$ cat src/verilog/status_bank_defines.svh
// offsets, field positions, reset values and id defaults of the status bank
`ifndef STATUS_BANK_DEFINES_SVH
`define STATUS_BANK_DEFINES_SVH
`define ADDR_WAKE_PIN_LEVEL_STATUS 7'h48
`define ADDR_SWITCH_OVERLOAD_STATUS 7'h54
`define ADDR_SWITCH_OPEN_LOAD_STATUS 7'h55
`define ADDR_CHIP_IDENTITY 7'h7e
`define LVL_WAKE_LSB 0
`define LVL_GP_LSB 4
`define LVL_CFG_PULLUP_BIT 6
`define LVL_DEV_MODE_BIT 7
`define ID_LINE_LSB 4
`define ID_VARIANT_LSB 0
`define SWITCH_FLAGS_RESET 4'h0
`define GP_LEVEL_RESET 2'h0
`define PRODUCT_LINE_DEFAULT 4'h5
`define VARIANT_DEFAULT 4'h9
`endif

$ cat src/verilog/status_bank_pkg.sv
// types shared by the status bank files
package status_bank_pkg;
  // reset kinds that reach the bank
  typedef enum logic [1:0] {
    RST_NONE,
    RST_POWER_ON,
    RST_SOFT,
    RST_RESTART
  } reset_kind_t;
  // per-pin wake sense configuration
  typedef enum logic [1:0] {
    SENSE_STATIC,
    SENSE_CYCLIC,
    SENSE_CYCLIC_WAKE
  } sense_mode_t;
  // use of a general-purpose pin
  typedef enum logic [2:0] {
    GP_OFF,
    GP_WAKE,
    GP_LOW_SIDE,
    GP_HIGH_SIDE,
    GP_GENERAL
  } gp_use_t;
  // operating mode of the chip
  typedef enum logic [1:0] {
    OPM_NORMAL,
    OPM_STOP,
    OPM_SLEEP,
    OPM_RESTART
  } op_mode_t;
  // register read request and answer
  typedef struct packed {
    logic rd;
    logic clr;
    logic [6:0] addr;
  } reg_req_t;
  typedef struct packed {
    logic hit;
    logic [7:0] data;
  } reg_rsp_t;
endpackage : status_bank_pkg

$ cat src/verilog/sticky_flags.sv
// sticky fault flags with read-clear, set winning over clear
`include "status_bank_defines.svh"
module sticky_flags #(
  parameter int WIDTH = 4
) (
  input wire logic i_sys_clk,
  input wire logic i_rst,
  input wire status_bank_pkg::reset_kind_t i_reset_kind,
  input wire logic [WIDTH-1:0] i_detect,
  input wire logic i_clear,
  output logic [WIDTH-1:0] o_flags
);
  logic [WIDTH-1:0] flags_r;
  logic [WIDTH-1:0] flags_nxt;

  initial begin
    if (WIDTH < 1 || WIDTH > 8) begin
      $error("sticky_flags width must be 1 to 8");
    end
  end

  // restart keeps flags; power-on and soft reset wipe them
  always_comb begin
    flags_nxt = flags_r;
    if (i_reset_kind == status_bank_pkg::RST_POWER_ON ||
        i_reset_kind == status_bank_pkg::RST_SOFT) begin
      flags_nxt = '0;
    end else begin
      if (i_clear) begin
        flags_nxt = '0;
      end
      flags_nxt = flags_nxt | i_detect; // set wins, refault re-sets
    end
  end

  always_ff @(posedge i_sys_clk) begin
    if (i_rst) begin
      flags_r <= '0;
    end else begin
      flags_r <= flags_nxt;
    end
  end

  assign o_flags = flags_r;

  a_flag_sticks: assert property (@(posedge i_sys_clk) disable iff (i_rst)
    (i_reset_kind == status_bank_pkg::RST_NONE && !i_clear) |=>
      ((flags_r & $past(flags_r)) == $past(flags_r)))
    else $error("flag dropped without clear");
  a_flag_set_wins: assert property (@(posedge i_sys_clk) disable iff (i_rst)
    (i_reset_kind != status_bank_pkg::RST_POWER_ON &&
     i_reset_kind != status_bank_pkg::RST_SOFT) |=>
      ((flags_r & $past(i_detect)) == $past(i_detect)))
    else $error("detection lost");
endmodule : sticky_flags

$ cat src/verilog/wake_level_and_switch_status.sv
// status register bank: pin levels, switch faults and chip identity
`include "status_bank_defines.svh"
module wake_level_and_switch_status #(
  parameter int NUM_WAKE = 3,
  parameter int NUM_SWITCH = 4,
  parameter logic [3:0] PRODUCT_LINE = `PRODUCT_LINE_DEFAULT, // arbitrary value
  parameter logic [3:0] VARIANT = `VARIANT_DEFAULT // arbitrary value
) (
  input wire logic i_sys_clk,
  input wire logic i_rst,
  input wire status_bank_pkg::reset_kind_t i_reset_kind,
  input wire status_bank_pkg::op_mode_t i_op_mode,
  input wire logic [NUM_WAKE-1:0] i_wake_level,
  input wire status_bank_pkg::sense_mode_t [NUM_WAKE-1:0] i_wake_sense,
  input wire logic [NUM_WAKE-1:0] i_wake_sample,
  input wire logic [1:0] i_gp_level,
  input wire status_bank_pkg::gp_use_t [1:0] i_gp_use,
  input wire logic i_fail_out3_test_pin,
  input wire logic i_config_pullup_detect,
  input wire logic [NUM_SWITCH-1:0] i_overload_detect,
  input wire logic [NUM_SWITCH-1:0] i_open_load_detect,
  input wire status_bank_pkg::reg_req_t i_req,
  output status_bank_pkg::reg_rsp_t o_rsp
);
  logic [NUM_WAKE-1:0] wake_r;
  logic [NUM_WAKE-1:0] wake_nxt;
  logic [1:0] gp_r;
  logic [1:0] gp_nxt;
  logic dev_mode_pin_level_r;
  logic config_pullup_detect_r;
  logic [NUM_SWITCH-1:0] overload_flags;
  logic [NUM_SWITCH-1:0] open_load_flags;
  logic clr_overload;
  logic clr_open_load;
  status_bank_pkg::reg_rsp_t rsp_r;
  status_bank_pkg::reg_rsp_t rsp_nxt;
  logic [7:0] lvl_word;

  initial begin
    if (NUM_WAKE != 3 || NUM_SWITCH < 1 || NUM_SWITCH > 4) begin
      $error("unsupported wake or switch count");
    end
  end

  // wake levels: live when static, held sample when cyclic
  always_comb begin
    wake_nxt = wake_r;
    for (int i = 0; i < NUM_WAKE; i++) begin
      if (i_wake_sense[i] == status_bank_pkg::SENSE_STATIC) begin
        wake_nxt[i] = i_wake_level[i];
      end else if (i_wake_sample[i]) begin
        wake_nxt[i] = i_wake_level[i];
      end
    end
  end

  // gp levels are live in general use or, as wake or switch pins, in normal or stop mode; never sampled cyclically
  always_comb begin
    gp_nxt = gp_r;
    for (int i = 0; i < 2; i++) begin
      if (i_gp_use[i] == status_bank_pkg::GP_GENERAL) begin
        gp_nxt[i] = i_gp_level[i];
      end else if ((i_op_mode == status_bank_pkg::OPM_NORMAL ||
                    i_op_mode == status_bank_pkg::OPM_STOP) &&
                   (i_gp_use[i] == status_bank_pkg::GP_WAKE ||
                    i_gp_use[i] == status_bank_pkg::GP_LOW_SIDE ||
                    i_gp_use[i] == status_bank_pkg::GP_HIGH_SIDE)) begin
        gp_nxt[i] = i_gp_level[i];
      end
    end
    if (i_reset_kind == status_bank_pkg::RST_POWER_ON ||
        i_reset_kind == status_bank_pkg::RST_SOFT) begin
      gp_nxt = `GP_LEVEL_RESET; // restart leaves levels live
    end
  end

  always_ff @(posedge i_sys_clk) begin
    if (i_rst) begin
      wake_r <= '0;
      gp_r <= `GP_LEVEL_RESET;
      dev_mode_pin_level_r <= 1'b0;
      config_pullup_detect_r <= 1'b0;
    end else begin
      wake_r <= wake_nxt;
      gp_r <= gp_nxt;
      dev_mode_pin_level_r <= i_fail_out3_test_pin;
      config_pullup_detect_r <= i_config_pullup_detect;
    end
  end

  // clear access: a read with clear on the flag registers
  assign clr_overload = i_req.rd && i_req.clr &&
    i_req.addr == `ADDR_SWITCH_OVERLOAD_STATUS;
  assign clr_open_load = i_req.rd && i_req.clr &&
    i_req.addr == `ADDR_SWITCH_OPEN_LOAD_STATUS;

  sticky_flags #(.WIDTH(NUM_SWITCH)) u_overload (
    .i_sys_clk(i_sys_clk),
    .i_rst(i_rst),
    .i_reset_kind(i_reset_kind),
    .i_detect(i_overload_detect),
    .i_clear(clr_overload),
    .o_flags(overload_flags)
  );

  sticky_flags #(.WIDTH(NUM_SWITCH)) u_open_load (
    .i_sys_clk(i_sys_clk),
    .i_rst(i_rst),
    .i_reset_kind(i_reset_kind),
    .i_detect(i_open_load_detect),
    .i_clear(clr_open_load),
    .o_flags(open_load_flags)
  );

  // level word; bit 3 is reserved and tied low
  always_comb begin
    lvl_word = 8'h00;
    lvl_word[`LVL_WAKE_LSB +: 3] = wake_r;
    lvl_word[`LVL_GP_LSB +: 2] = gp_r;
    lvl_word[`LVL_CFG_PULLUP_BIT] = config_pullup_detect_r;
    lvl_word[`LVL_DEV_MODE_BIT] = dev_mode_pin_level_r;
  end

  // read mux; the answer returns the value before any clear takes effect
  always_comb begin
    rsp_nxt = '0;
    if (i_req.rd) begin
      rsp_nxt.hit = 1'b1;
      case (i_req.addr)
        `ADDR_WAKE_PIN_LEVEL_STATUS: rsp_nxt.data = lvl_word;
        `ADDR_SWITCH_OVERLOAD_STATUS: rsp_nxt.data = 8'(overload_flags);
        `ADDR_SWITCH_OPEN_LOAD_STATUS: rsp_nxt.data = 8'(open_load_flags);
        `ADDR_CHIP_IDENTITY: begin
          rsp_nxt.data[`ID_LINE_LSB +: 4] = PRODUCT_LINE;
          rsp_nxt.data[`ID_VARIANT_LSB +: 4] = VARIANT; // constant for all resets
        end
        default: begin
          rsp_nxt.hit = 1'b0;
          rsp_nxt.data = 8'h00;
        end
      endcase
    end
  end

  always_ff @(posedge i_sys_clk) begin
    if (i_rst) begin
      rsp_r <= '0;
    end else begin
      rsp_r <= rsp_nxt;
    end
  end

  assign o_rsp = rsp_r;

  // read path: the answer stands one cycle after the request, then drops to zero
  a_lvl_reserved_zero: assert property (@(posedge i_sys_clk) disable iff (i_rst)
    (i_req.rd && i_req.addr == `ADDR_WAKE_PIN_LEVEL_STATUS) |=>
      (o_rsp.hit && o_rsp.data[3] == 1'b0))
    else $error("reserved level bit nonzero");

  a_lvl_word_read: assert property (@(posedge i_sys_clk) disable iff (i_rst)
    (i_req.rd && i_req.addr == `ADDR_WAKE_PIN_LEVEL_STATUS) |=>
      (o_rsp.data == $past(lvl_word)))
    else $error("level word not returned");

  a_overload_read: assert property (@(posedge i_sys_clk) disable iff (i_rst)
    (i_req.rd && i_req.addr == `ADDR_SWITCH_OVERLOAD_STATUS) |=>
      (o_rsp.hit && o_rsp.data == 8'($past(overload_flags))))
    else $error("overload register read wrong");

  a_open_load_read: assert property (@(posedge i_sys_clk) disable iff (i_rst)
    (i_req.rd && i_req.addr == `ADDR_SWITCH_OPEN_LOAD_STATUS) |=>
      (o_rsp.hit && o_rsp.data == 8'($past(open_load_flags))))
    else $error("open load register read wrong");

  // unmapped addresses answer with a miss so the host can tell them apart
  a_unmapped_zero: assert property (@(posedge i_sys_clk) disable iff (i_rst)
    (i_req.rd && !(i_req.addr inside {`ADDR_WAKE_PIN_LEVEL_STATUS,
      `ADDR_SWITCH_OVERLOAD_STATUS, `ADDR_SWITCH_OPEN_LOAD_STATUS,
      `ADDR_CHIP_IDENTITY})) |=> (o_rsp == '0))
    else $error("unmapped address answered");

  a_idle_zero: assert property (@(posedge i_sys_clk) disable iff (i_rst)
    (!i_req.rd) |=> (o_rsp == '0))
    else $error("answer without request");

  // wake inputs: live in static sense, sampled in cyclic sense
  a_wake_live: assert property (@(posedge i_sys_clk) disable iff (i_rst)
    (i_wake_sense[0] == status_bank_pkg::SENSE_STATIC) |=>
      (wake_r[0] == $past(i_wake_level[0])))
    else $error("wake level not followed");

  a_wake_held: assert property (@(posedge i_sys_clk) disable iff (i_rst)
    (i_wake_sense[1] != status_bank_pkg::SENSE_STATIC && !i_wake_sample[1]) |=>
      $stable(wake_r[1]))
    else $error("cyclic wake level changed without sample");

  a_wake_sampled: assert property (@(posedge i_sys_clk) disable iff (i_rst)
    (i_wake_sense[2] != status_bank_pkg::SENSE_STATIC && i_wake_sample[2]) |=>
      (wake_r[2] == $past(i_wake_level[2])))
    else $error("cyclic sample not taken");

  // gp pins: live in general use, refreshed in normal or stop mode as wake or switch pins
  a_gp_general: assert property (@(posedge i_sys_clk) disable iff (i_rst)
    (i_gp_use[0] == status_bank_pkg::GP_GENERAL && i_reset_kind == status_bank_pkg::RST_NONE)
      |=> (gp_r[0] == $past(i_gp_level[0])))
    else $error("gp level not shown");

  a_gp_never_cyclic: assert property (@(posedge i_sys_clk) disable iff (i_rst)
    (i_gp_use[1] == status_bank_pkg::GP_GENERAL && i_reset_kind == status_bank_pkg::RST_NONE)
      |=> (gp_r[1] == $past(i_gp_level[1])))
    else $error("gp level lags the pin");

  a_gp_refresh: assert property (@(posedge i_sys_clk) disable iff (i_rst)
    ((i_op_mode == status_bank_pkg::OPM_NORMAL || i_op_mode == status_bank_pkg::OPM_STOP) &&
     i_gp_use[1] inside {status_bank_pkg::GP_WAKE, status_bank_pkg::GP_LOW_SIDE,
                         status_bank_pkg::GP_HIGH_SIDE} &&
     i_reset_kind == status_bank_pkg::RST_NONE) |=> (gp_r[1] == $past(i_gp_level[1])))
    else $error("gp level not refreshed");

  a_gp_sleep_hold: assert property (@(posedge i_sys_clk) disable iff (i_rst)
    (i_op_mode == status_bank_pkg::OPM_SLEEP && i_gp_use[0] != status_bank_pkg::GP_GENERAL &&
     i_reset_kind == status_bank_pkg::RST_NONE) |=> $stable(gp_r[0]))
    else $error("gp level moved while held");

  a_gp_reset_zero: assert property (@(posedge i_sys_clk) disable iff (i_rst)
    (i_reset_kind == status_bank_pkg::RST_SOFT) |=> (gp_r == 2'h0))
    else $error("gp level not cleared");

  a_gp_poweron_zero: assert property (@(posedge i_sys_clk) disable iff (i_rst)
    (i_reset_kind == status_bank_pkg::RST_POWER_ON) |=> (gp_r == 2'h0))
    else $error("gp level not cleared at power-on");

  a_gp_restart_live: assert property (@(posedge i_sys_clk) disable iff (i_rst)
    (i_reset_kind == status_bank_pkg::RST_RESTART &&
     i_gp_use[0] == status_bank_pkg::GP_GENERAL) |=> (gp_r[0] == $past(i_gp_level[0])))
    else $error("gp level forced on restart");

  // mode and configuration sense pins pass through one flop
  a_dev_mode_bit: assert property (@(posedge i_sys_clk) disable iff (i_rst)
    (i_req.rd && i_req.addr == `ADDR_WAKE_PIN_LEVEL_STATUS) ##1 1'b1 |->
      (o_rsp.data[7] == $past(dev_mode_pin_level_r)))
    else $error("dev mode bit wrong");

  a_dev_mode_sense: assert property (@(posedge i_sys_clk) disable iff (i_rst)
    1'b1 |=> (dev_mode_pin_level_r == $past(i_fail_out3_test_pin)))
    else $error("dev mode pin not sensed");

  a_cfg_pullup_sense: assert property (@(posedge i_sys_clk) disable iff (i_rst)
    1'b1 |=> (config_pullup_detect_r == $past(i_config_pullup_detect)))
    else $error("pull-up detection not sensed");

  a_id_constant: assert property (@(posedge i_sys_clk) disable iff (i_rst)
    (i_req.rd && i_req.addr == `ADDR_CHIP_IDENTITY) |=>
      (o_rsp.data == {PRODUCT_LINE, VARIANT}))
    else $error("identity wrong");

  // switch flags: wiped by power-on and soft reset, kept by restart
  a_flags_poweron: assert property (@(posedge i_sys_clk) disable iff (i_rst)
    (i_reset_kind == status_bank_pkg::RST_POWER_ON) |=>
      (overload_flags == '0 && open_load_flags == '0))
    else $error("flags survive power-on");

  a_flags_soft: assert property (@(posedge i_sys_clk) disable iff (i_rst)
    (i_reset_kind == status_bank_pkg::RST_SOFT) |=>
      (overload_flags == '0 && open_load_flags == '0))
    else $error("flags survive soft reset");

  a_flags_restart: assert property (@(posedge i_sys_clk) disable iff (i_rst)
    (i_reset_kind == status_bank_pkg::RST_RESTART && !clr_overload) |=>
      ((overload_flags & $past(overload_flags)) == $past(overload_flags)))
    else $error("flags lost on restart");

  // a clear leaves only what is detected in the same cycle
  a_clear_overload: assert property (@(posedge i_sys_clk) disable iff (i_rst)
    (clr_overload && i_reset_kind inside {status_bank_pkg::RST_NONE,
                                           status_bank_pkg::RST_RESTART}) |=>
      (overload_flags == $past(i_overload_detect)))
    else $error("overload clear wrong");

  a_clear_open_load: assert property (@(posedge i_sys_clk) disable iff (i_rst)
    (clr_open_load && i_reset_kind inside {status_bank_pkg::RST_NONE,
                                            status_bank_pkg::RST_RESTART}) |=>
      (open_load_flags == $past(i_open_load_detect)))
    else $error("open load clear wrong");

  c_overload_read: cover property (@(posedge i_sys_clk) overload_flags != '0 ##1 clr_overload);
  c_open_load_set: cover property (@(posedge i_sys_clk) open_load_flags != '0);
  c_cyclic_sample: cover property (@(posedge i_sys_clk)
    i_wake_sense[0] == status_bank_pkg::SENSE_CYCLIC && i_wake_sample[0]);
  c_restart: cover property (@(posedge i_sys_clk) i_reset_kind == status_bank_pkg::RST_RESTART);
  c_sleep_hold: cover property (@(posedge i_sys_clk)
    i_op_mode == status_bank_pkg::OPM_SLEEP && i_gp_use[0] == status_bank_pkg::GP_WAKE);
endmodule : wake_level_and_switch_status

$ cat config.mk
export PLATFORM = sky130hd
export DESIGN_NAME = wake_level_and_switch_status
export DESIGN_NICKNAME = d
export VERILOG_FILES = /design/src/verilog/status_bank_pkg.sv /design/src/verilog/sticky_flags.sv /design/src/verilog/wake_level_and_switch_status.sv
export VERILOG_INCLUDE_DIRS = /design/src /design/src/verilog
export SDC_FILE = /design/constraint.sdc
export NUM_CORES = 1
export LEC_CHECK = 0
export ABC_AREA = 1
export ABC_CLOCK_PERIOD_IN_PS = 1300
export BUFFER_PORTS_ARGS = -buffer_cell sky130_fd_sc_hd__buf_2
export CORE_MARGIN = 3
export CORE_UTILIZATION = 45
export CTS_BUF_LIST = sky130_fd_sc_hd__clkbuf_16
export DETAILED_ROUTE_END_ITERATION = 10
export PLACE_DENSITY = 0.78
export SLEW_MARGIN = 20
export SYNTH_ARGS = -nofsm -noshare
export SYNTH_HDL_FRONTEND = slang
export SYNTH_SLANG_ARGS = --single-unit
export TNS_END_PERCENT = 5
$ cat constraint.sdc
create_clock -name i_sys_clk -period 1.3 [get_ports i_sys_clk]
set_clock_uncertainty 0.2 [all_clocks]
set_input_delay 0.13 -clock i_sys_clk [delete_from_list [all_inputs] [get_ports i_sys_clk]]
set_output_delay 0.13 -clock i_sys_clk [all_outputs]
set_load 0.03 [all_outputs]
==> reports/results.tsv, run 1 <==
metric	value	unit
status	complete, but fails checks	
violations	negative hold slack	
syn-instance-count	169	
final_antenna_net_count	0	
syn-num-nets	214	
comb_power_share	13.2	%
antenna_found_initial	0	
cts_setup_buffers	0	
vias	1336	
ys_types	14	
start_kind	primary input	
routabilityCongestion	0.8772	
peakVddDrop	0.0008840	V
clock.fmax	0.8127	GHz
port_buffers	52	
tritoncts	yes	
seq_power_share	40.8	%
grt.overflow.total	0	
placedInstanceArea	1400	µm²
synth_warnings	0	
place_hpwl	1.966	mm
grt_max_degree	15	
route.detailed.drc	0	
syn-cell-area	1105	µm²
grt_pass1_vias	1269	
num_rows	17	
reg2reg_depth	4	
layoutNonFillerInstCount	278	
total_power	0.001914	W
yosys-top-cells-area	dfxtp_1 43%, nand2_1 16%, nor2_1 9.5%	
switching_power	0.0004011	W
viasPerCell	4.806	
tritoncts_num_sinks	24	
min_path_type	primary input to flip-flop	
p_per_area	1090	nW/µm²
path_clk_slew	60	ps
cp-end-kind	flip-flop	
dr.pass1.iters	4	
synth_seq_cells	24	
whs_endpoint	wake_r[1]$_SDFFE_PP0P_	
whs_path_depth	4	
fin_crit	1230	ps
max_cap_violations	0	
worstSkewPairLatency	260	ps
grtUsageTotal	22.62	%
wl	3.311	mm
initial_core_util	48.54	%
clockBufferDepth	2	
drt-initial-drc-count	36	
timing.rr.start	u_overload.o_flags[0]$_SDFF_PP0_	
crit_arrival	1180	ps
yosys.area.top_type	dfxtp_1	
root_buffer	clkbuf_16	
final_nets	296	
critPathKind	primary input to flip-flop	
die_w	55.55	µm
p_int	0.001513	W
cts_buffers	3	
timing.final.crit_share	94.65	%
rsz0062_at_grt	yes	
h-tree-depth	1	
fin_util	77.13	%
dp.cells	249	
worstHoldStart	i_rst	
hold_viol	2	
avgSynthCellArea	6.537	µm²
ios	54	
synth_top_area_share	43.49	%
ys_seq_area_share	43.49	%
chipHeight	55.55	µm
clkPwrFrac	46.0	%
final_area	1755	µm²
max-slew-margin-rel	83.31	%
avgRoutedWirePerCell	11.91	µm
leakage	0.9367	nW
switching_share	20.96	%
max_slew.worst_pin.slew	250.0	ps
final_layout_size_suffix_gt1_share	27.60	%
regToRegSetupSlack	370	ps
diodes	0	
finalSetupViolations	0	
die_area	3086	µm²
holdWs	-20.69	ps
timing.rr.end	o_rsp[0]$_SDFF_PP0_	
grt_pass1_wl	5.471	mm
crit_path_max_fanout	2	
cp_data_required_time	1250	ps
core_area	2276	µm²
syn2layout_area_growth	58.89	%
drv_slew	0	
-- cell usage in the layout, fill, tap and decap left out, drive strengths merged --
cell type / count
a21oi: 12
buf: 52
bufinv: 1
clkbuf: 3
dfxtp: 24
dlygate4sd3: 25
inv: 27
nand2: 51
nand3: 8
nor2: 33
nor3: 2
o21ai: 7
o21bai: 3
or2: 2
-- power groups by stage --
stage / Clock, W / Sequential, W / Combinational, W
6_report: 0.000880 / 0.000781 / 0.000253
2_1_floorplan: 0 / 0.000792 / 0.0000931
3_5_place_dp: 0 / 0.000795 / 0.000181
5_1_grt: 0.000914 / 0.000783 / 0.000282
3_3_place_gp: 0 / 0.000795 / 0.000178
4_1_cts: 0.000879 / 0.000779 / 0.000238
-- metal layers --
layer | wire, µm | vias to the layer above | global-route usage, %
met4 | 88 | 0 | 10.07
met2 | 1744 | 70 | 42.06
li1 | - | 676 | -
met1 | 1229 | 579 | 23.99
met5 | 0 | - | 0
met3 | 248 | 11 | 4.907
-- area by class of cell --
| cell class | instances | area, µm² |
|---|---|---|
| Clock buffer | 3 | 75.07 |
| Clock inverter | 1 | 30.03 |
| Fill cell | 165 | 520.5 |
| Inverter | 27 | 101.3 |
| Multi-Input combinational cell | 118 | 523.0 |
| Sequential cell | 24 | 480.5 |
| Tap cell | 28 | 35.03 |
| Timing Repair Buffer | 77 | 510.5 |
-- flip-flops by register name, summed over array words and instances, names as in the netlist --
register / count
o_rsp: 9
u_open_load.o_flags: 4
config_pullup_detect_r: 1
gp_r: 2
dev_mode_pin_level_r: 1
wake_r: 3
u_overload.o_flags: 4
-- worst max-delay path by stage --
stage | start | endpoint | cells past startpoint
floorplan | i_req[4] | u_overload.o_flags[0]$_SDFF_PP0_ | 7
global placement | i_req[4] | u_open_load.o_flags[1]$_SDFF_PP0_ | 8
detailed placement | i_req[1] | u_overload.o_flags[3]$_SDFF_PP0_ | 7
CTS | i_wake_sample[2] | wake_r[2]$_SDFFE_PP0P_ | 5
global route | i_wake_sample[2] | wake_r[2]$_SDFFE_PP0P_ | 5
finish | i_wake_sample[2] | wake_r[2]$_SDFFE_PP0P_ | 5
-- critical path: stages --
cell           delay, ps
dlygate4sd3_1        550
buf_2                120
o21bai_1             170
o21ai_1              140
a21oi_1               60
-- stage by stage --
step	setup TNS [ps]	worst slack [ps]
finish	0	69.57
global route	-0.8504	-0.8504
CTS	0	106.0
detailed placement	0	12.48
global placement	0	39.14
floorplan	0	262.8
-- Yosys cell counts --
| cell type | n |
|---|---|
| nor2_2 | 4 |
| dfxtp_1 | 24 |
| nand2_1 | 47 |
| or2_0 | 2 |
| o21ai_0 | 7 |
| nand3_1 | 8 |
| nor2_1 | 28 |
| nand2_2 | 4 |
| inv_1 | 24 |
| inv_2 | 3 |
| nor2_4 | 1 |
| nor3_1 | 2 |
| o21bai_1 | 3 |
| a21oi_1 | 12 |
-- cells by family after synthesis --
kind of cell / Yosys count / share of synthesized area [%]
compound gates: 22 / 10.65
buf+inv: 27 / 9.174
flops: 24 / 43.49
simple gates: 96 / 36.69
-- what timing repair did --
item / in CTS / in global routing
endpoints found under the setup margin: 0 / 2
gates resized for setup: 0 / 2
hold buffers: 24 / 1
endpoints found under the hold margin: 16 / 1
Note: power is estimated with default switching activity, not from simulation.
==> inputs of run 2 (changes only) <==
--- a/config.mk
+++ b/config.mk
@@ -13,6 +13,7 @@
 export CORE_UTILIZATION = 45
 export CTS_BUF_LIST = sky130_fd_sc_hd__clkbuf_16
 export DETAILED_ROUTE_END_ITERATION = 10
+export HOLD_SLACK_MARGIN = 0.06
 export PLACE_DENSITY = 0.78
 export SLEW_MARGIN = 20
 export SYNTH_ARGS = -nofsm -noshare
==> run 2 against run 1 <==
The run now ends clean. Setup slack worse by 6.7 ps. Sequential power about the same. Critical path depth down 2. First-iteration DRC count up 50%. Cell count up 1.4%. Global-route usage up 1.1 points. Core utilization up 1.8 points. Clock power down 0.5%. Combinational power up 3%. Fmax down 0.54%.
==> reports/results.tsv, run 2 (synthesized netlist as in run 1, its figures left out) <==
metric	value	unit	change
drv_slew	0		unchanged
die_area	3086	µm²	unchanged
largest_reg_flops	9		unchanged
diodes	0		unchanged
avgRoutedWirePerCell	12.30	µm	+3.3%
max_cap_violations	0		unchanged
layoutNonFillerInstCount	282		+1.4%
final_antenna_net_count	0		unchanged
layout_common_cells	52 x buf_2, 47 x nand2_1, 28 x nor2_1, 28 x dlygate4sd3_1, 24 x dfxtp_1		
clkPwrFrac	45.6	%	-0.4 points
port_buffers	52		unchanged
viasPerCell	4.780		-0.53%
drt-initial-drc-count	54		+50%
core_area	2276	µm²	unchanged
crit_arrival	1180	ps	about the same
ios	54		unchanged
fin_crit	1237	ps	+6.740 ps
p_per_area	1068	nW/µm²	-2.1%
worstSkewPairLatency	260	ps	about the same
clockBufferDepth	2		unchanged
comb_power_share	13.6	%	+0.4 points
hold_viol	0		-2
crit_path_max_fanout	1		-1
whs_path_depth	6		+2
dp.cells	249		unchanged
final_nets	300		+1.4%
die_w	55.55	µm	unchanged
h-tree-depth	1		unchanged
grt.overflow.total	0		unchanged
total_power	0.001918	W	+0.25%
status	completed		
antenna_found_initial	0		unchanged
final_common_cell	buf_2		
root_buffer	clkbuf_16		
rsz0062_at_grt	yes		
chipHeight	55.55	µm	unchanged
path_clk_slew	60	ps	about the same
num_rows	17		unchanged
tritoncts_num_sinks	24		unchanged
dr.pass1.iters	4		unchanged
cts_buffers	3		unchanged
peakVddDrop	0.0009262	V	+4.8%
wl	3.469	mm	+4.8%
p_int	0.001518	W	+0.36%
finalSetupViolations	0		unchanged
holdWs	51.76	ps	+72.45 ps
reg2reg_depth	3		-1
clock.fmax	0.8083	GHz	-0.54%
final_layout_size_suffix_gt1_share	28.35	%	+0.75 points
grt_pass1_vias	1327		+4.6%
initial_core_util	48.54	%	unchanged
final_area	1797	µm²	+2.4%
vias	1348		+0.90%
route.detailed.drc	0		unchanged
cp-end-kind	flip-flop		
grt_max_degree	15		unchanged
switching_power	0.0004005	W	-0.17%
leakage	0.9585	nW	+2.3%
switching_share	20.87	%	-0.088 points
start_kind	flip-flop		
grt_pass1_wl	5.761	mm	+5.3%
placedInstanceArea	1400	µm²	unchanged
syn2layout_area_growth	62.63	%	
max-slew-margin-rel	83.15	%	-0.16 points
max_slew.worst_pin.slew	252.4	ps	+2.409 ps
routabilityCongestion	0.8772		unchanged
seq_power_share	40.7	%	about the same
fin_tns_setup	0	ps	unchanged
min_path_type	primary input to flip-flop		
timing.final.crit_share	95.17	%	+0.52 points
cp_data_required_time	1240	ps	about the same
critPathKind	flip-flop to flip-flop		
place_hpwl	1.966	mm	unchanged
tritoncts	yes		
grtUsageTotal	23.74	%	+1.1 points
## run 2: cell count changes in the layout (fill, tap and decap cells not counted)
| cell | change |
|---|---|
| dlygate4sd3_1 | +3 |
| o21ai_0 | -2 |
| o21ai_1 | +2 |
| buf_4 | +1 |
| inv_1 | -1 |
| inv_2 | +1 |
| o21bai_1 | -1 |
| o21bai_2 | +1 |
## run 2: stage by stage
stage	util (%)	setup slack [ps]
floorplan	-	262.8
global placement	61.52	39.14
detailed placement	61.52	12.48
CTS	78.45	32.64
global route	78.94	-55.62
finish	78.94	62.83
## run 2: layer usage
metal  GRT usage (%)  up-vias  part of all wire [%]
met5               0        -                     0
met4           9.722        0                   2.5
met3           5.140       11                   6.2
met2           45.27       53                    55
met1           24.57      595                    36
li1                -      689                     -
## run 2: what timing repair did
| action | 4_1_cts | 5_1_grt |
|---|---|---|
| buffers inserted | 0 | 1 |
| hold endpoints to repair | 17 | 0 |
| hold buffers | 28 | 0 |
| gates resized for setup | 0 | 6 |
| endpoints found under the setup margin | 0 | 3 |
## run 2: path summary, 6_finish.rpt
check | start | to | slack (ps)
worst max-delay path | dev_mode_pin_level_r$_SDFF_PP0_ | o_rsp[7]$_SDFF_PP0_ | 60
worst min-delay path | i_reset_kind[1] | gp_r[1]$_SDFFE_PP0P_ | 50
worst max register to register | dev_mode_pin_level_r$_SDFF_PP0_ | o_rsp[7]$_SDFF_PP0_ | 60
worst min register to register | gp_r[1]$_SDFFE_PP0P_ | o_rsp[5]$_SDFF_PP0_ | 260
## run 2: final cells by class
type / instances / area (µm²)
repair buffers: 81 / 548.0
multi-input cells: 118 / 526.8
flip-flops and latches: 24 / 480.5
fillers: 152 / 479.2
inverters: 27 / 101.3
clock buffers: 3 / 75.07
well taps: 28 / 35.03
clock inverters: 1 / 30.03
## run 2: critical path: stages, from the launching register on
cell,delay [ps]
dfxtp_1,290
nand2_1,60
nor2_1,40
dlygate4sd3_1,530
## run 2: power by group through the flow
stage	Clock [W]	Sequential, W	Combinational [W]
5_1_grt	0.000913	0.000783	0.000292
6_report	0.000876	0.000782	0.000261
3_5_place_dp	0	0.000795	0.000181
3_3_place_gp	0	0.000795	0.000178
4_1_cts	0.000879	0.000779	0.000245
2_1_floorplan	0	0.000792	0.0000931
